===== config.mk =====
export PLATFORM = sky130hd
export DESIGN_NAME = pio_periph
export DESIGN_NICKNAME = d
export VERILOG_FILES = /design/src/verilog/pio_pkg.sv /design/src/verilog/pio_periph.sv
export SDC_FILE = /design/constraint.sdc
export NUM_CORES = 1
export LEC_CHECK = 0
export ABC_AREA = 0
export BUFFER_PORTS_ARGS = -buffer_cell sky130_fd_sc_hd__clkbuf_2
export CORE_MARGIN = 4
export CORE_UTILIZATION = 50
export DETAILED_ROUTE_END_ITERATION = 6
export PLACE_DENSITY = 0.84
export RECOVER_POWER = 100
export SKIP_CTS_REPAIR_TIMING = 1
export SLEW_MARGIN = 20
export SYNTH_ARGS = -nofsm -noshare
export SYNTH_HDL_FRONTEND = slang
export SYNTH_SLANG_ARGS = --single-unit

===== constraint.sdc =====
create_clock -name i_clk -period 3.7 [get_ports i_clk]
set_clock_uncertainty 0.2 [all_clocks]
set_input_delay 0.185 -clock i_clk [delete_from_list [all_inputs] [get_ports i_clk]]
set_output_delay 0.185 -clock i_clk [all_outputs]
set_load 0.1 [all_outputs]

===== src/verilog/pio_pkg.sv =====
// Package: constants, modes and pin bundles of the programmed I/O interface
package pio_pkg;

	// ------------------------------------------------------------
	// Timing
	// ------------------------------------------------------------
	localparam int CLK_PERIOD_NS = 100;
	localparam int T_SETUP_NS    = 280;
	localparam int T_REL_NS      = 400;
	localparam int T_STROBE_NS   = 100;
	localparam int T_LEAD_NS     = 50;
	// Least times round up, the strobe width rounds down, none below one cycle
	localparam int SETUP_CYC  = (T_SETUP_NS + CLK_PERIOD_NS - 1) / CLK_PERIOD_NS;
	localparam int REL_CYC    = (T_REL_NS + CLK_PERIOD_NS - 1) / CLK_PERIOD_NS;
	localparam int STROBE_CYC = (T_STROBE_NS / CLK_PERIOD_NS < 1) ? 1
		: T_STROBE_NS / CLK_PERIOD_NS;
	localparam int LEAD_CYC   = (T_LEAD_NS + CLK_PERIOD_NS - 1) / CLK_PERIOD_NS;

	// ------------------------------------------------------------
	// Instruction word fields (bit 11 is memory data line 0)
	// ------------------------------------------------------------
	localparam int          WORD_W      = 12;
	localparam int          OPC_LSB     = 9;
	localparam logic [2:0]  OPC_IO      = 3'h6;
	localparam int          DEV_LSB     = 3;
	localparam int          DEV_W       = 6;
	localparam int          OP_SKIP_BIT = 0;
	localparam int          OP_XFER_BIT = 1;
	localparam int          OP_CLR_BIT  = 2;
	localparam logic [5:0]  DEV_CODE_DEF = 6'h2a;
	localparam logic        FLAG_RST    = 1'b0;

	typedef enum logic [2:0] {
		MODE_OUT_KEEP,
		MODE_OUT_CLEAR,
		MODE_IN_OR,
		MODE_IN_JAM,
		MODE_JUMP_REL,
		MODE_JUMP_ABS
	} mode_e;

	// Open-drain enables; high grounds the line
	typedef struct packed {
		logic [2:0] xfer_ctl;
		logic       skip;
		logic       interrupt_request;
		logic       io_claim;
		logic       transfer_continues;
		logic       bus_strobe;
	} drive_s;

endpackage


===== src/verilog/pio_periph.sv =====
// Peripheral-side programmed I/O interface driving the processor backplane
//
// Notes on behaviour
// - Output data is captured only on the leading edge of timing pulse 3.
// - HHH outputs accumulator unchanged; LHH (line 0 grounded) outputs then clears.
// - HLH ORs peripheral data into accumulator; LLH loads accumulator from bus.
// - Line 0 ignored: HL adds data to counter; LL loads counter from bus.
// - Control line 2 grounded 280 ns before strobe, 400 ns for relative jump.
// - Data valid 280 ns before strobe, 400 ns for relative jumps.
// - Flag set on a skip test grounds skip 50 ns before timing pulse 3.
// - Interrupt request asserted at once whenever the device flag is set and i_irq_enable is high.
// - Extended transfer asserts transfer-continues 50 ns before timing pulse 3.
// - Extended transfer: wait 400 ns after data, then strobe low 100 ns.
// - Selected interface asserts the internal I/O claim line.
// - Data and memory data lines are active low.
module pio_periph #(
	parameter logic [5:0] DEV_CODE = pio_pkg::DEV_CODE_DEF, // Device select code
	parameter int         TIMER_W  = 4                      // Setup timer width
) (
	input  wire logic                        i_clk,           // 10 MHz clock
	input  wire logic                        i_reset,         // Sync reset, high
	// Backplane
	input  wire logic                        i_io_pause_n,    // I/O pause, low active
	input  wire logic [11:0]                 i_md_n,          // Memory data, bit 11 = line 0
	input  wire logic                        i_timing_pulse_3, // Timing pulse 3, high
	input  wire logic [11:0]                 i_data_n,        // Data bus in, low = 1
	output logic      [11:0]                 o_data_n,        // Data bus out value
	output logic                             o_data_oe,       // Data bus drive enable
	output pio_pkg::drive_s                  o_od_oe,         // Open-drain ground enables
	output pio_pkg::drive_s                  o_od_n,          // Open-drain values, all low
	// User side
	input  wire logic                        i_flag_set,      // Device event, pulse
	input  wire logic                        i_irq_enable,    // Interrupt enable, level
	input  wire pio_pkg::mode_e              i_mode,          // Transfer kind
	input  wire logic [11:0]                 i_in_data,       // Word to processor
	output logic                             o_flag,          // Device flag
	output logic      [11:0]                 o_out_data,      // Word from processor
	output logic                             o_out_valid,     // Output word pulse
	output logic                             o_in_taken       // Input loaded pulse
);

	// ------------------------------------------------------------
	// Elaboration checks
	// ------------------------------------------------------------
	if ((2 ** TIMER_W) <= pio_pkg::REL_CYC) begin : g_chk
		$error("TIMER_W too small for the relative jump setup");
	end

	typedef enum logic [2:0] {
		ST_IDLE,
		ST_ACTIVE,
		ST_RELEASE,
		ST_STROBE,
		ST_DONE
	} state_e;

	state_e             state_r, state_nxt;
	pio_pkg::mode_e     mode_r;
	logic [2:0]         op_r;
	logic [11:0]        data_drv_r;
	logic [TIMER_W-1:0] timer_r;
	logic               pulse3_d_r;
	logic               stall_r;
	logic               flag_r;
	logic [11:0]        out_data_r;
	logic               out_valid_r;
	logic               in_taken_r;

	// ------------------------------------------------------------
	// Decode
	// ------------------------------------------------------------
	wire logic [11:0] md_word  = ~i_md_n;
	wire logic        pause    = ~i_io_pause_n;
	wire logic        selected = pause
		&& md_word[pio_pkg::OPC_LSB +: 3] == pio_pkg::OPC_IO
		&& md_word[pio_pkg::DEV_LSB +: pio_pkg::DEV_W] == DEV_CODE;
	wire logic        pulse3_rise = i_timing_pulse_3 && !pulse3_d_r;
	wire logic        in_xfer  = state_r == ST_ACTIVE || state_r == ST_RELEASE
		|| state_r == ST_STROBE;
	wire logic        xfer_op  = op_r[pio_pkg::OP_XFER_BIT];
	wire logic        drive_ok = in_xfer && pause;
	wire logic        is_rel   = mode_r == pio_pkg::MODE_JUMP_REL;
	wire logic        is_out   = mode_r == pio_pkg::MODE_OUT_KEEP
		|| mode_r == pio_pkg::MODE_OUT_CLEAR;
	wire logic        rel_ready = stall_r && timer_r >= TIMER_W'(pio_pkg::REL_CYC);

	// Ground pattern per kind; bit 0 is control line 0
	function automatic logic [2:0] ctl_code(input pio_pkg::mode_e m);
		unique case (m)
			pio_pkg::MODE_OUT_KEEP:  ctl_code = 3'h0;
			pio_pkg::MODE_OUT_CLEAR: ctl_code = 3'h1;
			pio_pkg::MODE_IN_OR:     ctl_code = 3'h2;
			pio_pkg::MODE_IN_JAM:    ctl_code = 3'h3;
			pio_pkg::MODE_JUMP_REL:  ctl_code = 3'h4;
			pio_pkg::MODE_JUMP_ABS:  ctl_code = 3'h6;
			default:                 ctl_code = 3'h0;
		endcase
	endfunction

	// ------------------------------------------------------------
	// Sequencer
	// ------------------------------------------------------------
	always_comb begin
		state_nxt = state_r;
		unique case (state_r)
			ST_IDLE:    if (selected) state_nxt = ST_ACTIVE;
			ST_ACTIVE: begin
				if (!pause)
					state_nxt = ST_IDLE;
				else if (xfer_op && is_rel && rel_ready)
					state_nxt = ST_RELEASE;
			end
			// Continues must be high before our own strobe
			ST_RELEASE: state_nxt = pause ? ST_STROBE : ST_IDLE;
			ST_STROBE:  state_nxt = ST_DONE;
			ST_DONE:    if (!pause) state_nxt = ST_IDLE;
			default:    state_nxt = ST_IDLE;
		endcase
	end

	always_ff @(posedge i_clk) begin
		if (i_reset) begin
			state_r    <= ST_IDLE;
			pulse3_d_r <= 1'b0;
		end else begin
			state_r    <= state_nxt;
			pulse3_d_r <= i_timing_pulse_3;
		end
	end

	// Kind, op and data are frozen for the whole instruction
	always_ff @(posedge i_clk) begin
		if (i_reset) begin
			mode_r     <= pio_pkg::MODE_OUT_KEEP;
			op_r       <= 3'h0;
			data_drv_r <= 12'hfff;
		end else if (state_r == ST_IDLE && selected) begin
			mode_r     <= i_mode;
			op_r       <= md_word[2:0];
			data_drv_r <= ~i_in_data;
		end
	end

	// Counts cycles that data has stood on the bus
	always_ff @(posedge i_clk) begin
		if (i_reset || state_r == ST_IDLE)
			timer_r <= '0;
		else if (timer_r != '1)
			timer_r <= timer_r + TIMER_W'(1);
	end

	always_ff @(posedge i_clk) begin
		if (i_reset || state_r == ST_IDLE)
			stall_r <= 1'b0;
		else if (pulse3_rise)
			stall_r <= 1'b1;
	end

	// ------------------------------------------------------------
	// Flag, output buffer, input acknowledge
	// ------------------------------------------------------------
	wire logic clr_flag = state_r == ST_ACTIVE && pulse3_rise && op_r[pio_pkg::OP_CLR_BIT];

	always_ff @(posedge i_clk) begin
		if (i_reset)
			flag_r <= pio_pkg::FLAG_RST;
		else if (i_flag_set)
			flag_r <= 1'b1;
		else if (clr_flag)
			flag_r <= 1'b0;
	end

	wire logic out_cap  = state_r == ST_ACTIVE && pulse3_rise && xfer_op && is_out;
	wire logic in_norm  = state_r == ST_ACTIVE && pulse3_rise && xfer_op && !is_out && !is_rel;

	always_ff @(posedge i_clk) begin
		if (i_reset) begin
			out_data_r  <= 12'h000;
			out_valid_r <= 1'b0;
			in_taken_r  <= 1'b0;
		end else begin
			if (out_cap)
				out_data_r <= ~i_data_n;
			out_valid_r <= out_cap;
			in_taken_r  <= in_norm || state_r == ST_STROBE;
		end
	end

	// ------------------------------------------------------------
	// Pin drives
	// ------------------------------------------------------------
	always_comb begin
		o_od_oe                   = '0;
		o_od_oe.xfer_ctl          = (drive_ok && xfer_op) ? ctl_code(mode_r) : 3'h0;
		o_od_oe.skip              = state_r == ST_ACTIVE && pause && flag_r
			&& op_r[pio_pkg::OP_SKIP_BIT];
		o_od_oe.interrupt_request = flag_r && i_irq_enable;
		o_od_oe.io_claim          = selected;
		o_od_oe.transfer_continues = state_r == ST_ACTIVE && pause && xfer_op && is_rel;
		o_od_oe.bus_strobe        = state_r == ST_STROBE && pause;
	end

	assign o_od_n      = '0;
	assign o_data_n    = data_drv_r;
	assign o_data_oe   = drive_ok && xfer_op && !is_out;
	assign o_flag      = flag_r;
	assign o_out_data  = out_data_r;
	assign o_out_valid = out_valid_r;
	assign o_in_taken  = in_taken_r;
endmodule


==> impl_metrics.json, run 1 <==
{
  "clk_pin_slew_ns": 0.08,
  "avgViaCountPerCell": 5.00,
  "grt_max_degree": 57,
  "gp_congestion": 0.786,
  "cap_viol_max_count": 1,
  "crit_end": "o_od_oe[5]",
  "initial_core_util_pct": 53.4,
  "numClockSinks": 42,
  "drv_slew": 57,
  "outcome": "finished with violations",
  "leakage_nw": 0.968,
  "slew_headroom_pct": -44.9,
  "worst_pin_slew_ns": 2.17,
  "ys.flop_type": "dfxtp_1",
  "synth_area_sq_mm": 0.00201,
  "synth_cell_types": 42,
  "r2r-start": "mode_r[1]$_SDFFE_PP0P_",
  "met1_length_um": 1930,
  "regToRegSetupSlack_ns": 1.40,
  "grt_util_all_layers_pct": 16.8,
  "cts_tree": "done",
  "cts_buffers": 5,
  "crit_required_ns": 3.31,
  "htreeDepth": 2,
  "hp-class": "in -> reg",
  "die_area_sq_mm": 0.00511,
  "violations": "hold timing, capacitance limit, slew limit",
  "wl_met2_um": 2420,
  "tns_ns": 0,
  "setup_violations": 0,
  "yosysTopAreaCellShare_pct": 41.8,
  "coreArea_sq_mm": 0.00377,
  "layoutNonFillerInstCount": 354,
  "max_clock_freq_ghz": 0.388,
  "fp.dieW_um": 71.5,
  "place_inst": 326,
  "criticalPathCategory": "reg -> out",
  "drtIter0Drc": 92,
  "cp-end-kind": "output port",
  "antenna_found_initial": 0,
  "ys_async_sr_fraction_pct": 0,
  "drcViolationCount": 0,
  "whs_ns": -0.0160,
  "met3WireLength_um": 404,
  "rr_worst_depth": 5,
  "die_h_um": 71.5,
  "regToRegEndpoint": "o_out_data[10]$_SDFFE_PP0P_",
  "start_kind": "register",
  "grt_pass1_vias": 1579,
  "synth.area.top_cells": "dfxtp_1 (42%), mux2i_1 (8.0%), nor2b_1 (5.6%)",
  "p_per_area_mw_per_mm2": 335,
  "antenna_left": 0,
  "dr.pass1.iters": 4,
  "critical_path.max_fanout": 6,
  "port_buffers": 80,
  "synth_area_leader_cell": "dfxtp_1",
  "rows": 22,
  "ys_ff_latch": 42,
  "n_antenna_cell": 0,
  "synth_warnings": 0,
  "drt-total-wl_um": 4800,
  "hpwl_um": 3240,
  "fin_crit_ns": 2.58,
  "gr-total-overflow": 0,
  "cts_root_buf": "clkbuf_8",
  "fin_nets": 354,
  "insertion_delay_ns": 0.30,
  "min_period_over_period_pct": 69.7,
  "drt-wirelength-per-cell_um": 13.6,
  "drive_gt1_share_pct": 19.3,
  "via_count": 1770,
  "grt_setup_unrepaired": "false",
  "yosysSeqAreaShare_pct": 41.8,
  "boundaryPins": 89,
  "cp-startpoint": "mode_r[2]$_SDFFE_PP0P_",
  "synthToLayoutAreaGrowth_pct": 28.0,
  "synth_edf_count": 0,
  "worstPathArrival_ns": 2.19,
  "cts_buffer_depth": 2,
  "ir_drop_v": 0.000268,
  "hold_violations": 6,
  "postSynthAreaPerCell_sq_um": 9.36,
  "netlist_instances": 215,
  "grt_pass1_wl_um": 6940,
  "highest_layer": "met4",
  "worstHoldPathCells": 3
}
-- cells in the mapped netlist (2+ instances only) --
library cell,count
a211oi_1,12
a21oi_1,16
a31oi_1,2
and2_1,2
buf_12,2
buf_2,4
buf_4,11
clkbuf_1,5
dfxtp_1,42
ha_1,4
inv_1,6
mux2_2,3
mux2i_1,16
nand2b_1,9
nand3_1,3
nand3b_1,4
nor2_1,28
nor2b_1,18
nor3_1,2
nor4_1,3
o211ai_1,2
-- layout make-up --
cell class / count / area, sq um
multi-input combinational: 150 / 1010
fill: 325 / 1190
clock buffer: 6 / 72.6
timing repair buffer: 100 / 554
inverter: 6 / 22.5
tap: 48 / 60.1
clock inverter: 2 / 13.8
sequential: 42 / 841
-- state kept, by name, indices dropped and copies added (netlist names) --
name,count
o_data_n,12
mode_r,3
state_r,3
stall_r,1
o_flag,1
o_out_data,12
pulse3_d_r,1
op_r,3
o_out_valid,1
o_in_taken,1
timer_r,4
-- worst max-delay path, stage by stage, from the launching register on --
cell and delay, ns:
dfxtp_1 0.41, inv_1 0.10, ha_1 0.29, o211ai_1 0.10, nor2_1 0.10, clkbuf_1 0.87
-- power breakdown --
part / switching, mW / internal, mW / total (mW)
logic: 0.0753 / 0.0412 / 0.116
registers: 0.00125 / 0.453 / 0.454
clock network: 0.159 / 0.133 / 0.292
-- stage by stage --
| stage | power, mW | instance area (sq um) | setup slack, ns | hold WS, ns | utilization [%] |
|---|---|---|---|---|---|
| 6_report | 0.863 | 2580 | 1.12 | -0.0160 | 68.3 |
| 5_1_grt | 0.899 | 2580 | 1.01 | 0.00113 | 68.3 |
| 4_1_cts | 0.854 | 2420 | 1.50 | -0.158 | 64.2 |
| 3_5_place_dp | 0.563 | 2340 | 1.64 | 0.175 | 61.9 |
| 3_3_place_gp | 0.562 | 2340 | 1.74 | 0.169 | 61.9 |
| 2_1_floorplan | 0.543 | 2050 | 0.554 | 0.0816 | - |
-- placed cells by master (no fill, tap or decap), drive strengths merged, types with 2 or more instances in the layout --
| cell | n |
|---|---|
| mux2i | 16 |
| inv | 6 |
| nor2 | 28 |
| nor2b | 18 |
| nand3b | 4 |
| nor3 | 2 |
| a31oi | 2 |
| nand3 | 3 |
| a21oi | 16 |
| clkbuf | 86 |
| dlygate4sd3 | 20 |
| ha | 4 |
| o211ai | 2 |
| dfxtp | 42 |
| a211oi | 12 |
| nor4 | 3 |
| nand2b | 9 |
| mux2 | 3 |
| and4bb | 2 |
| conb | 8 |
| and2 | 2 |
| clkinv | 2 |
-- layer usage --
metal,up-vias,global-route usage [%]
met5,-,0
met4,0,5.01
met3,3,6.87
met2,60,26.9
met1,803,20.7
li1,904,-
-- how the worst min path moves through the flow --
stage	from	endpoint	slack (ns)
after floorplan	i_data_n[10]	o_out_data[10]$_SDFFE_PP0P_	0.08
after global placement	i_data_n[1]	o_out_data[1]$_SDFFE_PP0P_	0.17
after detailed placement	i_data_n[0]	o_out_data[0]$_SDFFE_PP0P_	0.18
after CTS	i_data_n[2]	o_out_data[2]$_SDFFE_PP0P_	-0.16
after global routing	i_in_data[6]	o_data_n[6]$_SDFFE_PP1P_	0.001
final	i_in_data[9]	o_data_n[9]$_SDFFE_PP1P_	-0.02
-- cell families after synthesis --
family | share of synthesized area (%)
AOI/OAI and AO/OA | 11.7
muxes | 9.63
DFF | 41.8
xor gates and xnor gates | 0.435
and+or+nand+nor | 23.9
buffers and inverters | 9.88
other | 0.186
adders and majority gates | 2.49
Note: power is estimated with default switching activity, not from simulation.
==> run 2, diff against run 1 <==
ABC_AREA = 1   (was 0)
CORE_UTILIZATION = 42   (was 50)
PLACE_DENSITY = 0.76   (was 0.84)
clock period = 2.2 ns   (was 3.7 ns; I/O delays follow)
==> impl_metrics.json, run 2 <==
{
  "p_int_mw": 1.09,
  "drt-wirelength-per-cell_um": 10.9,
  "place_ws_ns": 0.490,
  "hold_violations": 0,
  "slew_headroom_pct": 20.5,
  "insertion_delay_ns": 0.30,
  "tns_ns": 0,
  "ir_drop_v": 0.000255,
  "initial_core_util_pct": 44.2,
  "p_clk_share_pct": 35.2,
  "layout_commonest_cell": "nand2_1",
  "cts_buffers": 5,
  "postSynthAreaPerCell_sq_um": 7.11,
  "synth.area.top_cells": "dfxtp_1 (43%), nand2_1 (12%), inv_1 (8.6%)",
  "multiInputGateArea_sq_um": 817,
  "start_kind": "register",
  "htreeDepth": 2,
  "sequentialPowerShare_pct": 51.7,
  "antenna_left": 0,
  "yosysSeqAreaShare_pct": 42.8,
  "layout_common_cells": "nand2_1 (61), clkbuf_2 (51), inv_1 (46)",
  "hp-class": "in -> reg",
  "fillers": 440,
  "setup_violations": 0,
  "fin_nets": 436,
  "grt_max_degree": 26,
  "dr.pass1.iters": 4,
  "worstHoldPathCells": 3,
  "rows": 24,
  "postLayoutCellArea_sq_mm": 0.00269,
  "fin_crit_ns": 2.01,
  "yosysTopAreaCellShare_pct": 42.8,
  "die_h_um": 76.4,
  "synth_area_leader_cell": "dfxtp_1",
  "drt-total-wl_um": 4790,
  "seq_area_sq_um": 841,
  "setup_ws_ns": 0.185,
  "synth_edf_count": 0,
  "gr-total-overflow": 0,
  "drv_slew": 0,
  "ys.flop_type": "dfxtp_1",
  "die_area_sq_mm": 0.00583,
  "rr_worst_depth": 8,
  "p_per_area_mw_per_mm2": 549,
  "avgViaCountPerCell": 4.51,
  "cap_viol_max_count": 0,
  "critical_path.max_fanout": 6,
  "port_buffers": 80,
  "cts_buffer_depth": 2,
  "synth_commonest_cells": "nand2_1 (61), inv_1 (45), nor2_1 (44)",
  "drtIter0Drc": 106,
  "criticalPathCategory": "reg -> out",
  "max_clock_freq_ghz": 0.496,
  "power.share.combinational_pct": 13.0,
  "p_sw_share_pct": 26.4,
  "min_period_over_period_pct": 91.6,
  "worst_pin_slew_ns": 1.20,
  "cts_tree": "done",
  "dpl-instance-area_sq_mm": 0.00238,
  "synthToLayoutAreaGrowth_pct": 37.2,
  "via_count": 1984,
  "coreArea_sq_mm": 0.00444,
  "fin_util_pct": 60.6,
  "ys_ff_latch": 42,
  "numClockSinks": 42,
  "leakage_nw": 1.29,
  "n_antenna_cell": 0,
  "grt_pass1_wl_um": 7170,
  "ys_async_sr_fraction_pct": 0,
  "clk_pin_slew_ns": 0.08,
  "worstPathArrival_ns": 1.70,
  "drive_gt1_share_pct": 18.0,
  "outcome": "finished clean",
  "netlist_instances": 276,
  "fp.dieW_um": 76.4,
  "grt_pass1_vias": 1686,
  "synth_area_sq_mm": 0.00196,
  "p_sw_mw": 0.391,
  "synth_cell_types": 25,
  "grt_util_all_layers_pct": 14.9,
  "boundaryPins": 89,
  "hpwl_um": 3300,
  "grt_setup_unrepaired": "false",
  "gp_congestion": 0.759,
  "crit_required_ns": 1.89,
  "drcViolationCount": 0,
  "yosysMostFrequentCell": "nand2_1",
  "cts_root_buf": "clkbuf_8",
  "synth_warnings": 0,
  "antenna_found_initial": 0,
  "cp-end-kind": "output port"
}
## run 2: changes by cell type after synthesis, sizes merged, moves of 9 or more
cell,delta
mux2i,-16
nand2,+60
nor2b,-18
nand3,+20
a211oi,-11
o21ai,+18
inv,+40
nand2b,-9
nor2,+20
## run 2: final timing paths
kind	from	endpoint	slack, ns
worst max-delay path	mode_r[2]$_SDFFE_PP0P_	o_od_oe[5]	0.19
worst min-delay path	i_reset	o_out_data[4]$_SDFFE_PP0P_	0.04
worst max register to register	state_r[2]$_SDFFE_PP0P_	o_out_data[4]$_SDFFE_PP0P_	0.34
worst min register to register	o_data_n[3]$_SDFFE_PP1P_	o_data_n[3]$_SDFFE_PP1P_	0.26
## run 2: logic make-up after synthesis
kind of cell | after synthesis | synth area share [%]
and+or+nand+nor | 137 | 30.0
buffers and inverters | 64 | 14.9
DFF | 42 | 42.8
AOI/OAI and AO/OA | 28 | 9.56
adders and majority gates | 4 | 2.55
other | 1 | 0.191
## run 2: worst max-delay path: stages, from the launching register on
cell	delay [ns]
dfxtp_1	0.43
inv_1	0.10
ha_1	0.28
o21ai_0	0.10
nor3b_2	0.18
buf_4	0.31
## run 2: metal layers
layer	vias to the layer above	GRT usage, %	routed length (um)
met4	0	5.43	58
li1	1040	-	-
met3	6	4.49	281
met1	874	16.5	1970
met5	-	0	0
met2	64	26.6	2480
## run 2: final cells by class
class / instances / area share, %
Inverter: 47 / 6.55
Timing Repair Buffer: 114 / 26.0
Tap cell: 52 / 2.42
Multi-Input combinational cell: 177 / 30.3
Clock buffer: 6 / 3.07
Clock inverter: 2 / 0.464
Sequential cell: 42 / 31.2
## run 2: through the flow
step	hold slack, ns	instances	total power, mW
4_1_cts	-0.182	408	1.45
6_report	0.0394	440	1.48
2_1_floorplan	0.0170	283	0.895
3_3_place_gp	0.118	400	0.932
3_5_place_dp	0.126	400	0.933
5_1_grt	0.0681	440	1.53
## run 2: power groups by stage
| stage | clock [mW] | sequential, mW | combinational [mW] |
|---|---|---|---|
| floorplan | 0 | 0.793 | 0.102 |
| CTS | 0.534 | 0.764 | 0.152 |
| finish | 0.521 | 0.764 | 0.193 |
| global route | 0.553 | 0.765 | 0.207 |
| detailed placement | 0 | 0.782 | 0.151 |
| global placement | 0 | 0.782 | 0.150 |
